==> config.mk <==
export PLATFORM = sky130hd
export DESIGN_NAME = ifs_flags
export DESIGN_NICKNAME = d
export VERILOG_FILES = /design/src/verilog/ifs_pkg.sv /design/src/verilog/ifs_fifo.sv /design/src/verilog/ifs_flags.sv /design/src/verilog/ifs_sticky.sv
export VERILOG_INCLUDE_DIRS = /design/src /design/src/verilog
export SDC_FILE = /design/constraint.sdc
export NUM_CORES = 1
export LEC_CHECK = 0
export BUFFER_PORTS_ARGS = -buffer_cell sky130_fd_sc_hd__clkbuf_2
export CAP_MARGIN = 25
export CORE_ASPECT_RATIO = 1.75
export CORE_MARGIN = 2
export CORE_UTILIZATION = 35
export CTS_CLUSTER_DIAMETER = 200
export CTS_CLUSTER_SIZE = 10
export DETAILED_ROUTE_END_ITERATION = 10
export PLACE_DENSITY = 0.51
export SETUP_SLACK_MARGIN = 0.1
export SYNTH_ARGS = -nofsm -noshare
export SYNTH_HDL_FRONTEND = slang
export SYNTH_HIERARCHICAL = 1
export SYNTH_SLANG_ARGS = --single-unit
==> constraint.sdc <==
create_clock -name sys_clk -period 4.4 [get_ports sys_clk]
set_clock_uncertainty 0.05 [all_clocks]
set_input_delay 1.1 -clock sys_clk [delete_from_list [all_inputs] [get_ports sys_clk]]
set_output_delay 1.1 -clock sys_clk [all_outputs]
set_load 0.03 [all_outputs]
==> src/verilog/ifs_defs.svh <==
/*
  Offsets, field positions, reset values and sizes for the FIFO status flag block.
  Assumes inclusion by bare name from the package and the design modules.
*/
// Notes on behaviour
// - Tx threshold flag high while tx occupancy is at or below tx threshold.
// - Tx full flag follows tx FIFO full, clears itself, resets to zero.
// - Writing a full tx FIFO sets the overrun flag; that word is lost.
// - Overrun flag holds until software writes one to the clear register.
// - Rx empty flag high while the rx FIFO holds no entries.
// - Rx threshold flag high while rx occupancy is at or above rx threshold.
// - Rx full flag sets on rx FIFO full, clears when rx data is read.
// - Slave read address sets read request flag and flushes the tx FIFO.
// - Software loads tx data; a tx FIFO write clears the read request flag.
// - Slave read with empty tx FIFO sets bit 17; tx write clears it.
// - Slave write address sets the write request flag.
// - Each flag reaches the interrupt only when its mask bit is one.
`ifndef IFS_DEFS_SVH
`define IFS_DEFS_SVH

// Register byte offsets
`define IFS_OFF_CONTROL    8'h00
`define IFS_OFF_TX_THRESH  8'h04
`define IFS_OFF_RX_THRESH  8'h08
`define IFS_OFF_TX_DATA    8'h10
`define IFS_OFF_RX_DATA    8'h14
`define IFS_OFF_MASK       8'h2c
`define IFS_OFF_RAW_STATUS 8'h30
`define IFS_OFF_MASKED     8'h34
`define IFS_OFF_CLEAR      8'h38

// Control fields
`define IFS_CTL_FLUSH_TX   0

// Status bit positions
`define IFS_BIT_TX_EMPTY   0
`define IFS_BIT_TX_BELOW   1
`define IFS_BIT_TX_FULL    2
`define IFS_BIT_TX_OVR     3
`define IFS_BIT_RX_EMPTY   4
`define IFS_BIT_RX_ABOVE   5
`define IFS_BIT_RX_FULL    6
`define IFS_BIT_RD_REQ     16
`define IFS_BIT_RD_EMPTY   17
`define IFS_BIT_WR_REQ     18

// Reset values
`define IFS_RST_MASK       32'h0000_0000
`define IFS_RST_THRESH     5'h00

// FIFO geometry and bus answers
`define IFS_FIFO_DEPTH     16
`define IFS_FIFO_AW        4
`define IFS_DATA_W         8
`define IFS_RESP_OKAY      2'h0
`define IFS_RESP_SLVERR    2'h2

`endif

==> src/verilog/ifs_pkg.sv <==
/*
  Types for the FIFO status flag block.
  Assumes ifs_defs.svh is on the include path.
*/
`include "ifs_defs.svh"

package ifs_pkg;

  // Slave side events from the serial engine
  typedef struct packed {
    logic read_addressed;
    logic write_addressed;
    logic read_active;
  } ifs_slave_evt_t;

  // Write channel state
  typedef enum logic [1:0] {
    IFS_WR_IDLE = 2'b01,
    IFS_WR_RESP = 2'b10
  } ifs_wr_state_t;

endpackage : ifs_pkg

==> src/verilog/ifs_fifo.sv <==
/*
  Small synchronous FIFO with occupancy count and flush.
  Ignores a push given while full; the tx caller also filters that.
*/
`timescale 1ns/100ps
`default_nettype none
`include "ifs_defs.svh"

module ifs_fifo (
  // Clock and reset
  input  wire logic                      sys_clk,
  input  wire logic                      reset,
  // Fill side
  input  wire logic                      push,
  input  wire logic [`IFS_DATA_W-1:0]    push_data,
  // Drain side
  input  wire logic                      pop,
  output logic      [`IFS_DATA_W-1:0]    head,
  // Control and state
  input  wire logic                      flush,
  output logic      [`IFS_FIFO_AW:0]     count
);
  logic [`IFS_DATA_W-1:0]  mem [`IFS_FIFO_DEPTH];
  logic [`IFS_FIFO_AW-1:0] wptr, rptr, next_wptr, next_rptr;
  logic [`IFS_FIFO_AW:0]   next_count;
  logic                    do_push, do_pop;

  // Pointer and count update
  always_comb begin
    do_push    = push && (count != 5'(`IFS_FIFO_DEPTH)) && !flush;
    do_pop     = pop && (count != 5'h00) && !flush;
    next_wptr  = do_push ? wptr + 4'h1 : wptr;
    next_rptr  = do_pop ? rptr + 4'h1 : rptr;
    next_count = count + (do_push ? 5'h01 : 5'h00) - (do_pop ? 5'h01 : 5'h00);
    if (flush) begin
      next_wptr  = 4'h0;
      next_rptr  = 4'h0;
      next_count = 5'h00;
    end
  end

  always_ff @(posedge sys_clk or posedge reset) begin
    if (reset) begin
      wptr  <= 4'h0;
      rptr  <= 4'h0;
      count <= 5'h00;
    end else begin
      wptr  <= next_wptr;
      rptr  <= next_rptr;
      count <= next_count;
    end
  end

  // Storage, no reset needed
  always_ff @(posedge sys_clk) begin
    if (do_push) begin
      mem[wptr] <= push_data;
    end
  end

  assign head = mem[rptr];
endmodule : ifs_fifo
`default_nettype wire

==> src/verilog/ifs_flags.sv <==
/*
  FIFO and slave request status flags of a two-wire serial controller,
  with tx and rx FIFOs, threshold, mask and clear registers on AXI4-Lite.
  Assumes the serial engine runs on sys_clk and drives its events as pulses.
*/
`timescale 1ns/100ps
`default_nettype none
`include "ifs_defs.svh"

module ifs_flags
  import ifs_pkg::*;
(
  // Clock and reset
  input  wire logic                   sys_clk,
  input  wire logic                   reset,
  // AXI4-Lite write address
  input  wire logic [7:0]             s_axi_awaddr,
  input  wire logic                   s_axi_awvalid,
  output logic                        s_axi_awready,
  // AXI4-Lite write data
  input  wire logic [31:0]            s_axi_wdata,
  input  wire logic [3:0]             s_axi_wstrb,
  input  wire logic                   s_axi_wvalid,
  output logic                        s_axi_wready,
  // AXI4-Lite write response
  output logic [1:0]                  s_axi_bresp,
  output logic                        s_axi_bvalid,
  input  wire logic                   s_axi_bready,
  // AXI4-Lite read address
  input  wire logic [7:0]             s_axi_araddr,
  input  wire logic                   s_axi_arvalid,
  output logic                        s_axi_arready,
  // AXI4-Lite read data
  output logic [31:0]                 s_axi_rdata,
  output logic [1:0]                  s_axi_rresp,
  output logic                        s_axi_rvalid,
  input  wire logic                   s_axi_rready,
  // Serial engine, tx drain
  output logic                        tx_valid,
  output logic [`IFS_DATA_W-1:0]      tx_data,
  input  wire logic                   tx_ready,
  // Serial engine, rx fill
  input  wire logic                   rx_push,
  input  wire logic [`IFS_DATA_W-1:0] rx_push_data,
  // Serial engine, slave events
  input  wire ifs_pkg::ifs_slave_evt_t slave_evt,
  // Interrupt
  output logic                        irq
);
  import ifs_pkg::*;

  // Bus state
  ifs_wr_state_t       wr_state, next_wr_state;
  logic                aw_hold, next_aw_hold, w_hold, next_w_hold;
  logic [7:0]          aw_addr, next_aw_addr;
  logic [31:0]         w_data, next_w_data;
  logic [3:0]          w_strb, next_w_strb;
  logic [1:0]          bresp, next_bresp;
  logic                rvalid, next_rvalid;
  logic [31:0]         rdata, next_rdata;
  logic [1:0]          rresp, next_rresp;

  // Software registers
  logic [`IFS_FIFO_AW:0] tx_threshold_register, next_tx_thr;
  logic [`IFS_FIFO_AW:0] rx_threshold_register, next_rx_thr;
  logic [31:0]           mask, next_mask;

  // Datapath strobes
  logic                do_wr, do_rd, wr_hit, wr_b0;
  logic                tx_wr, tx_push, tx_pop, rx_pop, flush_tx;
  logic [31:0]         clear_bits, wmask, raw_interrupt_status;
  logic [`IFS_FIFO_AW:0] tx_count, rx_count;
  logic [`IFS_DATA_W-1:0] rx_head;
  logic                tx_empty, tx_full, rx_empty, rx_full_now;
  logic [4:0]          st_set, st_clr, st_flag;
  logic                tx_overrun_flag, rx_full_flag, slave_read_request_flag;
  logic                slave_read_empty_flag, slave_write_request_flag;

  // Write channel: take address and data in either order, answer after both
  always_comb begin
    next_wr_state = wr_state;
    next_aw_hold  = aw_hold;
    next_w_hold   = w_hold;
    next_aw_addr  = aw_addr;
    next_w_data   = w_data;
    next_w_strb   = w_strb;
    next_bresp    = bresp;
    do_wr         = 1'b0;
    if (s_axi_awvalid && s_axi_awready) begin
      next_aw_hold = 1'b1;
      next_aw_addr = s_axi_awaddr;
    end
    if (s_axi_wvalid && s_axi_wready) begin
      next_w_hold = 1'b1;
      next_w_data = s_axi_wdata;
      next_w_strb = s_axi_wstrb;
    end
    unique case (wr_state)
      IFS_WR_IDLE: begin
        if (aw_hold && w_hold) begin
          do_wr         = 1'b1;
          next_aw_hold  = 1'b0;
          next_w_hold   = 1'b0;
          next_bresp    = wr_hit ? `IFS_RESP_OKAY : `IFS_RESP_SLVERR;
          next_wr_state = IFS_WR_RESP;
        end
      end
      IFS_WR_RESP: begin
        if (s_axi_bready) begin
          next_wr_state = IFS_WR_IDLE;
        end
      end
    endcase
  end

  always_ff @(posedge sys_clk or posedge reset) begin
    if (reset) begin
      wr_state <= IFS_WR_IDLE;
      aw_hold  <= 1'b0;
      w_hold   <= 1'b0;
      aw_addr  <= 8'h00;
      w_data   <= 32'h0000_0000;
      w_strb   <= 4'h0;
      bresp    <= `IFS_RESP_OKAY;
    end else begin
      wr_state <= next_wr_state;
      aw_hold  <= next_aw_hold;
      w_hold   <= next_w_hold;
      aw_addr  <= next_aw_addr;
      w_data   <= next_w_data;
      w_strb   <= next_w_strb;
      bresp    <= next_bresp;
    end
  end

  assign s_axi_awready = !aw_hold && (wr_state == IFS_WR_IDLE);
  assign s_axi_wready  = !w_hold && (wr_state == IFS_WR_IDLE);
  assign s_axi_bvalid  = (wr_state == IFS_WR_RESP);
  assign s_axi_bresp   = bresp;

  // Write decode
  always_comb begin
    wr_hit = (aw_addr == `IFS_OFF_CONTROL) || (aw_addr == `IFS_OFF_TX_THRESH) ||
             (aw_addr == `IFS_OFF_RX_THRESH) || (aw_addr == `IFS_OFF_TX_DATA) ||
             (aw_addr == `IFS_OFF_MASK) || (aw_addr == `IFS_OFF_CLEAR);
    wr_b0  = do_wr && w_strb[0];
    wmask  = {{8{w_strb[3]}}, {8{w_strb[2]}}, {8{w_strb[1]}}, {8{w_strb[0]}}};
    tx_wr  = wr_b0 && (aw_addr == `IFS_OFF_TX_DATA);
    flush_tx = (wr_b0 && (aw_addr == `IFS_OFF_CONTROL) && w_data[`IFS_CTL_FLUSH_TX]) ||
               slave_evt.read_addressed;
    clear_bits = (do_wr && (aw_addr == `IFS_OFF_CLEAR)) ? (w_data & wmask) : 32'h0000_0000;
  end

  // Register file update
  always_comb begin
    next_tx_thr = tx_threshold_register;
    next_rx_thr = rx_threshold_register;
    next_mask   = mask;
    if (wr_b0 && (aw_addr == `IFS_OFF_TX_THRESH)) begin
      next_tx_thr = w_data[`IFS_FIFO_AW:0];
    end
    if (wr_b0 && (aw_addr == `IFS_OFF_RX_THRESH)) begin
      next_rx_thr = w_data[`IFS_FIFO_AW:0];
    end
    if (do_wr && (aw_addr == `IFS_OFF_MASK)) begin
      next_mask = (mask & ~wmask) | (w_data & wmask);
    end
  end

  always_ff @(posedge sys_clk or posedge reset) begin
    if (reset) begin
      tx_threshold_register <= `IFS_RST_THRESH;
      rx_threshold_register <= `IFS_RST_THRESH;
      mask                  <= `IFS_RST_MASK;
    end else begin
      tx_threshold_register <= next_tx_thr;
      rx_threshold_register <= next_rx_thr;
      mask                  <= next_mask;
    end
  end

  // Read channel: one read at a time, answer one cycle after address
  always_comb begin
    do_rd       = s_axi_arvalid && s_axi_arready;
    next_rvalid = rvalid;
    next_rdata  = rdata;
    next_rresp  = rresp;
    rx_pop      = 1'b0;
    if (rvalid && s_axi_rready) begin
      next_rvalid = 1'b0;
    end
    if (do_rd) begin
      next_rvalid = 1'b1;
      next_rresp  = `IFS_RESP_OKAY;
      next_rdata  = 32'h0000_0000;
      unique case (s_axi_araddr)
        `IFS_OFF_CONTROL:    next_rdata = 32'h0000_0000;
        `IFS_OFF_TX_THRESH:  next_rdata = {27'h0, tx_threshold_register};
        `IFS_OFF_RX_THRESH:  next_rdata = {27'h0, rx_threshold_register};
        `IFS_OFF_TX_DATA:    next_rdata = 32'h0000_0000;
        `IFS_OFF_RX_DATA: begin
          next_rdata = {24'h0, rx_head};
          rx_pop     = !rx_empty;
        end
        `IFS_OFF_MASK:       next_rdata = mask;
        `IFS_OFF_RAW_STATUS: next_rdata = raw_interrupt_status;
        `IFS_OFF_MASKED:     next_rdata = raw_interrupt_status & mask;
        `IFS_OFF_CLEAR:      next_rdata = 32'h0000_0000;
        default:             next_rresp = `IFS_RESP_SLVERR;
      endcase
    end
  end

  always_ff @(posedge sys_clk or posedge reset) begin
    if (reset) begin
      rvalid <= 1'b0;
      rdata  <= 32'h0000_0000;
      rresp  <= `IFS_RESP_OKAY;
    end else begin
      rvalid <= next_rvalid;
      rdata  <= next_rdata;
      rresp  <= next_rresp;
    end
  end

  assign s_axi_arready = !rvalid;
  assign s_axi_rvalid  = rvalid;
  assign s_axi_rdata   = rdata;
  assign s_axi_rresp   = rresp;

  // Transmit FIFO, filled by software, drained by the serial engine
  ifs_fifo u_tx_fifo (
    .sys_clk   (sys_clk),
    .reset     (reset),
    .push      (tx_push),
    .push_data (w_data[`IFS_DATA_W-1:0]),
    .pop       (tx_pop),
    .head      (tx_data),
    .flush     (flush_tx),
    .count     (tx_count)
  );

  // Receive FIFO, filled by the serial engine, drained by software
  ifs_fifo u_rx_fifo (
    .sys_clk   (sys_clk),
    .reset     (reset),
    .push      (rx_push),
    .push_data (rx_push_data),
    .pop       (rx_pop),
    .head      (rx_head),
    .flush     (1'b0),
    .count     (rx_count)
  );

  // FIFO levels
  always_comb begin
    tx_empty    = (tx_count == 5'h00);
    tx_full     = (tx_count == 5'(`IFS_FIFO_DEPTH));
    rx_empty    = (rx_count == 5'h00);
    rx_full_now = (rx_count == 5'(`IFS_FIFO_DEPTH));
    tx_push     = tx_wr && !tx_full;
    tx_valid    = !tx_empty;
    tx_pop      = tx_valid && tx_ready;
  end

  // Sticky flag events; set beats clear in the same cycle
  always_comb begin
    st_set    = '0;
    st_clr    = '0;
    st_set[0] = tx_wr && tx_full;
    st_clr[0] = clear_bits[`IFS_BIT_TX_OVR];
    st_set[1] = rx_full_now && !rx_pop;
    st_clr[1] = rx_pop;
    st_set[2] = slave_evt.read_addressed;
    st_clr[2] = tx_wr;
    st_set[3] = slave_evt.read_active && tx_empty && !tx_wr;
    st_clr[3] = tx_wr;
    st_set[4] = slave_evt.write_addressed;
    st_clr[4] = clear_bits[`IFS_BIT_WR_REQ];
  end

  ifs_sticky #(
    .WIDTH (5)
  ) u_sticky (
    .sys_clk (sys_clk),
    .reset   (reset),
    .set     (st_set),
    .clr     (st_clr),
    .flag    (st_flag)
  );

  assign tx_overrun_flag          = st_flag[0];
  assign rx_full_flag             = st_flag[1];
  assign slave_read_request_flag  = st_flag[2];
  assign slave_read_empty_flag    = st_flag[3];
  assign slave_write_request_flag = st_flag[4];

  // Raw status image
  always_comb begin
    raw_interrupt_status = 32'h0000_0000;
    raw_interrupt_status[`IFS_BIT_TX_EMPTY] = tx_empty;
    raw_interrupt_status[`IFS_BIT_TX_BELOW] = (tx_count <= tx_threshold_register);
    raw_interrupt_status[`IFS_BIT_TX_FULL]  = tx_full;
    raw_interrupt_status[`IFS_BIT_TX_OVR]   = tx_overrun_flag;
    raw_interrupt_status[`IFS_BIT_RX_EMPTY] = rx_empty;
    raw_interrupt_status[`IFS_BIT_RX_ABOVE] = (rx_count >= rx_threshold_register);
    raw_interrupt_status[`IFS_BIT_RX_FULL]  = rx_full_flag;
    raw_interrupt_status[`IFS_BIT_RD_REQ]   = slave_read_request_flag;
    raw_interrupt_status[`IFS_BIT_RD_EMPTY] = slave_read_empty_flag;
    raw_interrupt_status[`IFS_BIT_WR_REQ]   = slave_write_request_flag;
  end

  // Level interrupt from enabled flags
  assign irq = |(raw_interrupt_status & mask);
endmodule : ifs_flags
`default_nettype wire

==> src/verilog/ifs_sticky.sv <==
/*
  Vector of sticky flags; a set in the same cycle as a clear wins.
  Assumes set and clear come from logic on the same clock.
*/
`timescale 1ns/100ps
`default_nettype none

module ifs_sticky #(
  parameter int WIDTH = 5
) (
  // Clock and reset
  input  wire logic             sys_clk,
  input  wire logic             reset,
  // Set and clear per bit
  input  wire logic [WIDTH-1:0] set,
  input  wire logic [WIDTH-1:0] clr,
  output logic      [WIDTH-1:0] flag
);
  logic [WIDTH-1:0] next_flag;

  // Set has priority over clear
  always_comb begin
    next_flag = (flag & ~clr) | set;
  end

  always_ff @(posedge sys_clk or posedge reset) begin
    if (reset) begin
      flag <= '0;
    end else begin
      flag <= next_flag;
    end
  end
endmodule : ifs_sticky
`default_nettype wire
==> run metrics <==
status=completed; crit end category=output port; Worst Path Required=3.25 ns; cts bufs inserted=47; routing usage on met1=0.1796; Crit Path Class=reg2out; switching share of power=0.2777; IO buf count=120; final setup fails=0; post-synthesis sequential area ratio=0.6673; M2 GR Usage=0.3291; CP Buf/Inv Count=2; Max Freq=251.8 MHz; final instance area=20180 um^2; Final #Nets=1389; max-slew violations=0; post-placement setup slack=~0.25 ns; hold-fix buffers at CTS=0; Max Cap Viol=0; Avg WL per Cell=22.02 um; hold crit path type=reg2reg; worst vdd ir=337.3 uV; Initial Utilization=0.3522; min Tclk post-route=3.972 ns; Seq cells post-synth=412; clock tree sinks=412; CTS tree=built; Synth warnings=6; Critical Path AT=2.82 ns; syn_area_per_cell=15.31 um^2; crit path max fanout=14; Post-synth EDFFs=256; drt drc=0; # Post-CTS Setup Buffers=0; # rows=108; ANT nets after route=0; combinational share of power=0.154; post-DP HPWL=31690 um; period utilisation layout=0.9028; clock power share=0.350; H-tree depth=2; worst setup margin=between 0.4 and 0.5 ns; sequential power share=0.496; Top Ports=123; synthesized area=17370 um^2; busiest grt layer=met2; commonest non-fill, non-tap cell in the layout=edfxtp_1; Internal=approximately 7.3 mW; vias in the first global route=10.50k; Core ar.=between 40000 and 50000 um^2; grt met3 use=0.02953; grt ovf=0; layout cells sized above 1=0.2726; DIE HEIGHT=298.7 um; global-route wire length before repair=between 60000 and 70000 um; DR vias=9922; Synth async-reset ratio=0.3786; setup_tns=0 ns; P_leak=7.710 nW; Final GP Congestion=0.8189; switching power=between 2 and 3 mW; CP cell instances=buf_4 -> mux2_2 -> o22ai_1 -> nor3_1 -> a221o_1 -> clkbuf_2; total wire length=43590 um; PwrDens=503.2 nW/um^2; Vias/cell=5.011; Post-Syn Instances=roughly 1.1k; die area=51500 um^2; crit-path leading delay family=flip-flops; Area growth syn-to-layout=16.17%; Rel. slew slack=0.3509; DRT iter0 DRCs=440; CTS Buffer Depth=3; Clock transition at path regs=0.06 ns; most frequent cells in the layout=edfxtp_1, dfrtp_1, clkbuf_2; placed inst area=18790 um^2; Synth Flop Type=edfxtp_1; Cell variety after synth=65; worst skew pair latency=about 0.57 ns; WHS=roughly 0.44 ns; Die Width=approximately 170 um; TritonRoute pass-1 iters=5; Worst Max-Slew Pin Slew=0.9737 ns; Hold Fails Final Rpt=0; CTS root buf=clkbuf_16; Total Routing Usage GR=0.1727; CTS resizes=0; startpoint class of the critical path=register; initial antenna violation count=4; RSZ-0062 raised after global routing=no; crit-path max cell delay=0.63 ns; largest net degree at the start of global routing=58; Slowest-stage cell, CP=dfrtp_2
-- logic make-up (layout without fill, tap and decap cells) --
| family | Yosys count | in the layout | synth area share |
|---|---|---|---|
| flip-flops | 412 | 412 | 0.6673 |
| XOR/XNOR | 17 | 17 | 0.008570 |
| multiplexers | 182 | 182 | 0.1375 |
| AND/OR/NAND/NOR | 231 | 231 | 0.06849 |
| other | 1 | 11 | 0.0002159 |
| buffers and inverters | 103 | 278 | 0.02643 |
| adder cells (fa/ha/maj) | 34 | 34 | 0.02535 |
| AO/OA/AOI/OAI | 155 | 155 | 0.06619 |
-- worst reg2reg max path, stage by stage (launching register included) --
cell and delay [ns]:
dfstp_2 0.54, nor2b_1 0.24, nand4_1 0.23, nor3_1 0.29, nand2_1 0.23, a21oi_1 0.33, and3b_1 0.30, inv_1 0.08
ha_1 0.27, inv_1 0.05, ha_1 0.15, inv_1 0.05, fa_1 0.38, nor2b_1 0.17, o21bai_1 0.12, nand3_1 0.09
nor3b_1 0.18
-- metal layers --
metal / routed length, um / part of all wire
met2: 24760 / 0.57
met4: 1909 / 0.044
met3: 1631 / 0.037
met1: 15300 / 0.35
met5: 0 / 0
-- synthesized netlist by cell type (all sizes together), types with 3 or more instances --
cell,number,area share
edfxtp,256,0.44
dfrtp,155,0.22
mux2,118,0.078
nor2,65,0.014
inv,48,0.010
nand2,45,0.0097
a22o,37,0.019
buf,36,0.012
ha,32,0.023
mux2i,32,0.018
mux4,32,0.041
nor3,30,0.0089
o21ai,21,0.0060
nand3,20,0.0058
clkbuf,19,0.0041
o22ai,17,0.0061
a21oi,16,0.0046
a221o,16,0.0092
nor2b,14,0.0050
xor2,13,0.0066
and3,12,0.0043
nand2b,11,0.0040
a21o,9,0.0039
a22oi,8,0.0035
a31oi,7,0.0025
and2,6,0.0022
nor4,6,0.0037
a221oi,4,0.0020
nand4,4,0.0014
xnor2,4,0.0020
a32oi,3,0.0015
and3b,3,0.0015
o21bai,3,0.0013
or4b,3,0.0019
-- state kept, by name (all words and copies together), names as in the netlist, 2 cells and up, named ones only --
name                   count
u_tx_fifo/wptr             4
rx_threshold_register      5
aw_addr                    8
u_sticky/flag              5
u_rx_fifo/count            5
u_rx_fifo/wptr             4
u_tx_fifo/mem            128
u_tx_fifo/rptr             4
w_strb                     4
u_rx_fifo/mem            128
u_tx_fifo/count            5
wr_state                   2
s_axi_rdata               32
w_data                    32
u_rx_fifo/rptr             4
tx_threshold_register      5
-- per-stage QoR --
step                power (mW)  instances    util
finish                   10.15       1980  0.4092
global route             10.65       1980  0.4092
CTS                      10.32       1977  0.4090
detailed placement       6.719       1894  0.3811
global placement         6.677       1894  0.3811
floorplan                6.055       1142       -
-- power by group through the flow --
stage / Sequential (mW) / Clock [mW] / Combinational, mW
2_1_floorplan: 4.93 / 0 / 1.12
3_3_place_gp: 5.11 / 0 / 1.57
3_5_place_dp: 5.13 / 0 / 1.59
4_1_cts: 5.05 / 3.67 / 1.60
5_1_grt: 5.10 / 3.82 / 1.73
6_report: 5.03 / 3.55 / 1.57
-- worst paths after layout --
path / from / end / slack [ns] / cells after the start
worst max register to register: wr_state[0] / u_tx_fifo/count[4] / 0.57 / 16
worst min-delay path: w_data[8] / register / 0.44 / 1
max in group asynchronous: reset / asynchronous set/reset pin / 2.71 / 3
worst max-delay path: u_tx_fifo/rptr[0] / tx_data[0] / 0.43 / 6
worst min register to register: w_data[8] / register / 0.44 / 1
min in group asynchronous: reset / u_sticky/flag[3] / 0.52 / 2
-- final cells by class --
class                   count  area (um^2)
diodes                      3        7.507
clock buffers              80         1321
clock inverters             3        58.81
fillers                  4610        29140
inverters                  48        183.9
multi-input cells         627         5349
flip-flops and latches    412        11590
well taps                 660        825.8
repair buffers            147        840.8
No activity file was read; power rests on OpenSTA's default activity.
